<file path="config.mk">
export PLATFORM = sky130hd
export DESIGN_NAME = sar_adc_host_control
export DESIGN_NICKNAME = d
export VERILOG_FILES = /design/src/inc/sar_pkg.sv /design/src/pin_sync.sv /design/src/pulse_stretch.sv /design/src/sar_adc_host_control.sv
export SDC_FILE = /design/constraint.sdc
export NUM_CORES = 1
export LEC_CHECK = 0
export BUFFER_PORTS_ARGS = -buffer_cell sky130_fd_sc_hd__buf_2
export CAP_MARGIN = 20
export CORE_MARGIN = 1.5
export CORE_UTILIZATION = 57
export DETAILED_ROUTE_END_ITERATION = 6
export PLACE_DENSITY = 0.79
export SLEW_MARGIN = 15
export SYNTH_ARGS = -nofsm -noshare
export SYNTH_HDL_FRONTEND = slang
export SYNTH_HIERARCHICAL = 1
export SYNTH_SLANG_ARGS = --single-unit
</file>
<file path="constraint.sdc">
create_clock -name i_clk -period 2.68 [get_ports i_clk]
set_clock_uncertainty 0.1 [all_clocks]
set_input_delay 0.536 -clock i_clk [delete_from_list [all_inputs] [get_ports i_clk]]
set_output_delay 0.536 -clock i_clk [all_outputs]
set_load 0.02 [all_outputs]
</file>
<file path="src/inc/sar_pkg.sv">
// Shared constants and types for the converter control block
package sar_pkg;
  localparam int RES_BITS = 10;
  localparam int BUS_BITS = 8;
  localparam int PAD_BITS = BUS_BITS - 2;
  localparam int CLK_PERIOD_NS = 50;
  localparam int ONESHOT_NS = 400;
  localparam int ONESHOT_CYCLES_RAW = ONESHOT_NS / CLK_PERIOD_NS;
  localparam int ONESHOT_CYCLES = (ONESHOT_CYCLES_RAW < 1) ? 1 : ONESHOT_CYCLES_RAW;
  localparam int CONV_CYCLES = 80;
  localparam int BIT_CYCLES = CONV_CYCLES / RES_BITS;
  localparam int PHASE_W = 3;
  localparam int CODE_COUNT = 1024;
  localparam logic [PHASE_W-1:0] PHASE_SAMPLE_POS = 3'h0;
  localparam logic [PHASE_W-1:0] PHASE_SAMPLE_NEG = 3'h4;
  localparam logic [PHASE_W-1:0] PHASE_DECIDE = 3'h7;
  localparam logic [PHASE_W-1:0] PHASE_STEP = 3'h1;
  localparam logic [RES_BITS-1:0] RESULT_RESET = 10'h000;
  localparam logic [RES_BITS-1:0] MARKER_INIT = 10'h200;
  localparam logic [PAD_BITS-1:0] LOW_BYTE_PAD = 6'h00;
  localparam logic [BUS_BITS-1:0] DATA_RESET = 8'h00;

  typedef enum logic [1:0] {
    ST_IDLE = 2'b00,
    ST_HOLD = 2'b01,
    ST_ARM = 2'b10,
    ST_CONV = 2'b11
  } conv_state_t;
endpackage

</file>
<file path="src/pin_sync.sv">
// Two-stage synchroniser for asynchronous pin inputs
`timescale 1ns/1ps
module pin_sync #(
  parameter int W = 1,
  parameter logic [W-1:0] RESET_VAL = '1
) (
  input wire logic i_clk,
  input wire logic i_rstn,
  input wire logic [W-1:0] i_async,
  output logic [W-1:0] o_sync
);
  typedef struct packed {
    logic [W-1:0] meta;
    logic [W-1:0] sync;
  } sync_state_t;

  sync_state_t st_ff;
  sync_state_t nxt_st;

  always_comb begin
    nxt_st.meta = i_async;
    nxt_st.sync = st_ff.meta;
  end

  always_ff @(posedge i_clk) begin
    if (!i_rstn) begin
      st_ff <= {RESET_VAL, RESET_VAL};
    end else begin
      st_ff <= nxt_st;
    end
  end

  assign o_sync = st_ff.sync;
endmodule

</file>
<file path="src/pulse_stretch.sv">
// Retriggerable one-shot of fixed length in clock cycles
`timescale 1ns/1ps
module pulse_stretch #(
  parameter int LEN = 8
) (
  input wire logic i_clk,
  input wire logic i_rstn,
  input wire logic i_trigger,
  output logic o_active
);
  localparam int CW = $clog2(LEN + 1);
  localparam logic [CW-1:0] LOAD = CW'(LEN - 1);
  localparam logic [CW-1:0] ONE = CW'(1);

  typedef struct packed {
    logic [CW-1:0] count;
    logic active;
  } shot_state_t;

  shot_state_t st_ff;
  shot_state_t nxt_st;

  always_comb begin
    nxt_st = st_ff;
    if (i_trigger) begin
      nxt_st.count = LOAD;
      nxt_st.active = 1'b1;
    end else if (st_ff.count != '0) begin
      nxt_st.count = st_ff.count - ONE;
    end else begin
      nxt_st.active = 1'b0;
    end
  end

  always_ff @(posedge i_clk) begin
    if (!i_rstn) begin
      st_ff <= '0;
    end else begin
      st_ff <= nxt_st;
    end
  end

  assign o_active = st_ff.active;
endmodule

</file>
<file path="src/sar_adc_host_control.sv">
// Successive-approximation control and byte-wide host interface
`timescale 1ns/1ps
module sar_adc_host_control
  import sar_pkg::*;
#(
  parameter int RES = sar_pkg::RES_BITS,
  parameter int SET_PULSE_CYCLES = sar_pkg::ONESHOT_CYCLES
) (
  input wire logic i_clk,
  input wire logic i_rstn,
  input wire logic i_cs_n,
  input wire logic i_wr_n,
  input wire logic i_rd_n,
  input wire logic i_comp_high,
  output logic [sar_pkg::BUS_BITS-1:0] o_data,
  output logic o_data_oe_n,
  output logic o_conversion_done_n,
  output logic [sar_pkg::RES_BITS-1:0] o_dac_code,
  output logic o_sample_pos,
  output logic o_sample_neg
);
  import sar_pkg::*;

  typedef struct packed {
    conv_state_t state;
    logic [PHASE_W-1:0] phase;
    logic start_capture_stage;
    logic [RES_BITS-1:0] marker;
    logic [RES_BITS-1:0] sar;
    logic [RES_BITS-1:0] result;
    logic result_transfer;
    logic eoc;
    logic byte_sel;
    logic rd_act_d;
    logic [BUS_BITS-1:0] data;
    logic data_oe_n;
    logic done_n;
    logic [RES_BITS-1:0] dac;
    logic samp_pos;
    logic samp_neg;
  } ctrl_state_t;

  ctrl_state_t st_ff;
  ctrl_state_t nxt_st;

  logic cs_s;
  logic wr_s;
  logic rd_s;
  logic comp_s;
  logic set_act;
  logic rd_act;
  logic start_clear_gate;
  logic transfer_fall;
  logic set_pulse;
  logic [RES_BITS-1:0] sar_step;

  // Pin inputs synchronised before use
  pin_sync #(
    .W(4),
    .RESET_VAL(4'hE)
  ) u_pin_sync (
    .i_clk(i_clk),
    .i_rstn(i_rstn),
    .i_async({i_cs_n, i_wr_n, i_rd_n, i_comp_high}),
    .o_sync({cs_s, wr_s, rd_s, comp_s})
  );

  // Done-flag set pulse
  pulse_stretch #(
    .LEN(SET_PULSE_CYCLES)
  ) u_set_shot (
    .i_clk(i_clk),
    .i_rstn(i_rstn),
    .i_trigger(transfer_fall),
    .o_active(set_pulse)
  );

  assign set_act = ~cs_s & ~wr_s;
  assign rd_act = ~cs_s & ~rd_s;
  assign start_clear_gate = st_ff.start_capture_stage & (st_ff.phase == PHASE_DECIDE);
  assign transfer_fall = st_ff.result_transfer & ~nxt_st.result_transfer;

  // Decision for the bit under test; a low comparator keeps it zero
  assign sar_step = comp_s ? (st_ff.sar | st_ff.marker) : st_ff.sar;

  always_comb begin
    nxt_st = st_ff;
    nxt_st.phase = st_ff.phase + PHASE_STEP;
    nxt_st.result_transfer = 1'b0;
    nxt_st.rd_act_d = rd_act;

    case (st_ff.state)
      ST_IDLE: begin
        nxt_st.state = ST_IDLE;
      end
      ST_HOLD: begin
        if (!set_act) begin
          nxt_st.state = ST_ARM;
        end
      end
      ST_ARM: begin
        if (start_clear_gate) begin
          nxt_st.state = ST_CONV;
          nxt_st.start_capture_stage = 1'b0;
          nxt_st.marker = MARKER_INIT;
        end
      end
      ST_CONV: begin
        if (st_ff.phase == PHASE_DECIDE) begin
          nxt_st.sar = sar_step;
          nxt_st.marker = st_ff.marker >> 1;
          if (st_ff.marker[0]) begin
            nxt_st.result = sar_step;
            nxt_st.result_transfer = 1'b1;
            nxt_st.state = ST_IDLE;
          end
        end
      end
      default: begin
        nxt_st.state = ST_IDLE;
      end
    endcase

    // Start request overrides state, marker and sar; a result captured in the same cycle is still stored and transferred
    if (set_act) begin
      nxt_st.state = ST_HOLD;
      nxt_st.start_capture_stage = 1'b1;
      nxt_st.marker = '0;
      nxt_st.sar = '0;
    end

    // Done flag, set wins over any clear
    if (set_pulse) begin
      nxt_st.eoc = 1'b1;
    end else if (set_act || rd_act) begin
      nxt_st.eoc = 1'b0;
    end
    nxt_st.done_n = ~nxt_st.eoc;

    // Byte sequencing across two reads
    if (set_act || nxt_st.result_transfer) begin
      nxt_st.byte_sel = 1'b0;
    end else if (st_ff.rd_act_d && !rd_act) begin
      nxt_st.byte_sel = ~st_ff.byte_sel;
    end
    if (nxt_st.byte_sel) begin
      nxt_st.data = {nxt_st.result[1:0], LOW_BYTE_PAD};
    end else begin
      nxt_st.data = nxt_st.result[RES_BITS-1:2];
    end
    nxt_st.data_oe_n = ~rd_act;

    // Trial code and sample strobes, half a bit period apart
    nxt_st.dac = nxt_st.sar | nxt_st.marker;
    nxt_st.samp_pos = (nxt_st.state == ST_CONV) && (nxt_st.phase == PHASE_SAMPLE_POS);
    nxt_st.samp_neg = (nxt_st.state == ST_CONV) && (nxt_st.phase == PHASE_SAMPLE_NEG);
  end

  always_ff @(posedge i_clk) begin
    if (!i_rstn) begin
      st_ff.state <= ST_IDLE;
      st_ff.phase <= '0;
      st_ff.start_capture_stage <= 1'b0;
      st_ff.marker <= '0;
      st_ff.sar <= '0;
      st_ff.result <= RESULT_RESET;
      st_ff.result_transfer <= 1'b0;
      st_ff.eoc <= 1'b0;
      st_ff.byte_sel <= 1'b0;
      st_ff.rd_act_d <= 1'b0;
      st_ff.data <= DATA_RESET;
      st_ff.data_oe_n <= 1'b1;
      st_ff.done_n <= 1'b1;
      st_ff.dac <= '0;
      st_ff.samp_pos <= 1'b0;
      st_ff.samp_neg <= 1'b0;
    end else begin
      st_ff <= nxt_st;
    end
  end

  assign o_data = st_ff.data;
  assign o_data_oe_n = st_ff.data_oe_n;
  assign o_conversion_done_n = st_ff.done_n;
  assign o_dac_code = st_ff.dac;
  assign o_sample_pos = st_ff.samp_pos;
  assign o_sample_neg = st_ff.samp_neg;
endmodule

</file>
==> qor.yml <==
status: "finished, violations left"
violations: "design-rule violations"
drive_above_1_share_pct: 19.3
fmax_mhz: 428
cts_resized: 0
place_area_um2: 2700
start_util_pct: 60.3
die_w_um: 71.6
path_common_cell: "ha_1"
wl_per_cell_um: 12.3
drc_errors: 6
io_buffers: 27
critPathCaptureType: "flip-flop"
firstDrtPassIters: 7
yosysSeqAreaShare_pct: 56.0
synth_seq_cells: 75
fin_crit_ps: 2340
layout_commonest_cell: "dfxtp_1"
critPathLaunchType: "flip-flop"
antennaDiodeCount: 0
synthesis.area_um2: 2680
synth.distinct_cells: 37
grt_pass1_wl_um: 6970
hold_violations: 0
ios: 28
row_count: 24
antenna_found_initial: 0
cp-startpoint: "st_ff[57]$_SDFF_PN0_"
slowest_delay_ps: 780
final_cell_mix: "dfxtp_1, a21oi_1, buf_2, nor2_1, nor2b_1"
cts_inserted_buffers: 9
r2r_slack_ps: 340
rsz0062_at_grt: "no"
finalSetupTns_ps: 0
crit_fanout: 25
post_cts_buffers: 0
min_from: "i_rd_n"
setup_viol: 0
final_cell_area_um2: 2870
grt_util_all_layers_pct: 17.9
final-instance-count-excl-fill: 327
max_cap_viol_count: 0
hold_buffers: 0
required_ps: 2820
drt-total-wl_um: 4030
arrival_ps: 2470
min_path_type: "in -> reg"
gp_congestion: 0.767
post-dp-hpwl_um: 2700
holdWs_ps: 284
drt-initial-drc-count: 133
ys.flop_type: "dfxtp_1"
dp.cells: 311
hold_path_depth: 2
grt_max_degree: 33
r2r_end: "u_set_shot/st_ff[4]$_SDFFE_PP0P_"
detail-route-antenna-nets: 0
root_buffer: "clkbuf_8"
die_h_um: 71.6
core_area_um2: 4440
crit_chain: "ha_1, ha_1, and4_1, nor2b_1, nor4b_1"
vdd_drop_max_uv: 480
cts_tree: "yes"
ys_warn_count: 6
vias: 1713
cp_slowest_cell: "and4_1"
syn2layout_area_growth_pct: 7.24
syn_nets: 270
synthCells: 259
routed_via_density: 5.24
clkLatencyLatePin_ps: 330
worstMarginPinSlew_ps: 834
finalMaxSlewViolations: 0
avgSynthCellArea_um2: 10.3
async_flop_share_pct: 0
htree_levels: 3
nets: 281
holdPathEnd: "u_pin_sync/nxt_st[1]$_SDFF_PN1_"
grt_pass1_vias: 1574
dieArea_um2: 5120
synth_edf_count: 0
cts.sinks: 75
finalCritPeriodShare_pct: 87.2
p_leak_nw: 1.31
p_per_area_nw_per_um2: 740
grt-ovfl-total: 0
rr_worst_depth: 5
relSlewSlack_pct: 44.4
cts_buffer_depth: 2
timing.rr.start: "st_ff[57]$_SDFF_PN0_"
clk_pin_slew_worst_paths_ps: 70
critPathKind: "reg -> reg"
## cells in the mapped netlist (2+ instances only)
cell type  count  share of area (%)
o211ai_1       2               0.56
ha_1           5                2.3
mux2i_1        4                1.5
and4_1         2               0.65
clkbuf_1       5               0.70
buf_4         18                5.0
buf_2          4               0.75
o22ai_1        3               0.70
nand2_1       12                1.7
a21oi_1       29                5.4
and2_1         8                1.9
xnor2_1        2               0.65
o21ai_0        2               0.37
nor2b_1       15                3.5
nor3_1         2               0.37
a22oi_1        6                1.7
inv_1          5               0.70
dfxtp_1       75                 56
o21a_1         3               0.84
nand2b_1       7                1.6
mux2_2         2               0.84
nor2_1        24                3.4
o211a_1       10                3.7
## report_power, final
group          switching (mW)  internal, mW
sequential             0.0277          1.15
clock                   0.380         0.380
combinational          0.0891         0.103
## worst max-delay path: cells and delay by family (launching register included)
family                     cells  cell delay (ps)
and+or+nand+nor                3             1370
adders and majority gates      2              430
DFF                            1              340
## logic make-up (layout without fill, tap and decap cells)
kind of cell	after synthesis	count (layout)	share of synthesized area [%]
AND/OR/NAND/NOR	78	78	15.9
XOR/XNOR	3	3	0.981
flip-flops	75	75	56.0
multiplexers	6	6	2.33
buffers and inverters	34	50	8.17
AO/OA/AOI/OAI	58	58	14.3
adder cells (fa/ha/maj)	5	5	2.33
## per-stage QoR
step / worst slack (ps) / power (mW) / utilization [%]
final: 342 / 2.13 / 64.7
after global routing: 130 / 2.22 / 64.7
after CTS: 312 / 2.15 / 64.7
after detailed placement: 329 / 1.39 / 60.6
after global placement: 400 / 1.38 / 60.6
after floorplan: 752 / 1.35 / -
## sequential cells by signal, indices dropped and copies added, names as in the netlist
register,count
st_ff,40
o_dac_code,10
o_data,8
u_pin_sync/nxt_st,4
u_pin_sync/o_sync,4
u_set_shot/st_ff,4
o_conversion_done_n,1
o_data_oe_n,1
o_sample_neg,1
o_sample_pos,1
u_set_shot/o_active,1
## cell type report
cell class,instances,area [um^2]
Fill cell,359,1570
Clock inverter,5,27.5
Tap cell,52,65.1
Multi-Input combinational cell,150,960
Timing Repair Buffer,29,150
Sequential cell,75,1500
Inverter,5,18.8
Clock buffer,11,151
## routing by layer
layer / part of all wire (%) / routed length (um) / vias to the layer above / track usage [%]
li1: - / - / 886 / -
met1: 50 / 2000 / 786 / 23.2
met2: 44 / 1790 / 34 / 26.9
met3: 3.7 / 148 / 7 / 4.64
met4: 2.3 / 91 / 0 / 10.7
met5: 0 / 0 / - / 0
## worst max-delay path by stage
stage	to	slack, ps
2_1_floorplan	o_data[6]$_SDFF_PN0_	750
3_3_place_gp	o_data[6]$_SDFF_PN0_	400
3_5_place_dp	o_data[6]$_SDFF_PN0_	330
4_1_cts	o_data[6]$_SDFF_PN0_	310
5_1_grt	u_set_shot/st_ff[4]$_SDFFE_PP0P_	130
6_report	u_set_shot/st_ff[4]$_SDFFE_PP0P_	340
Power figures use the tool's default switching activity.
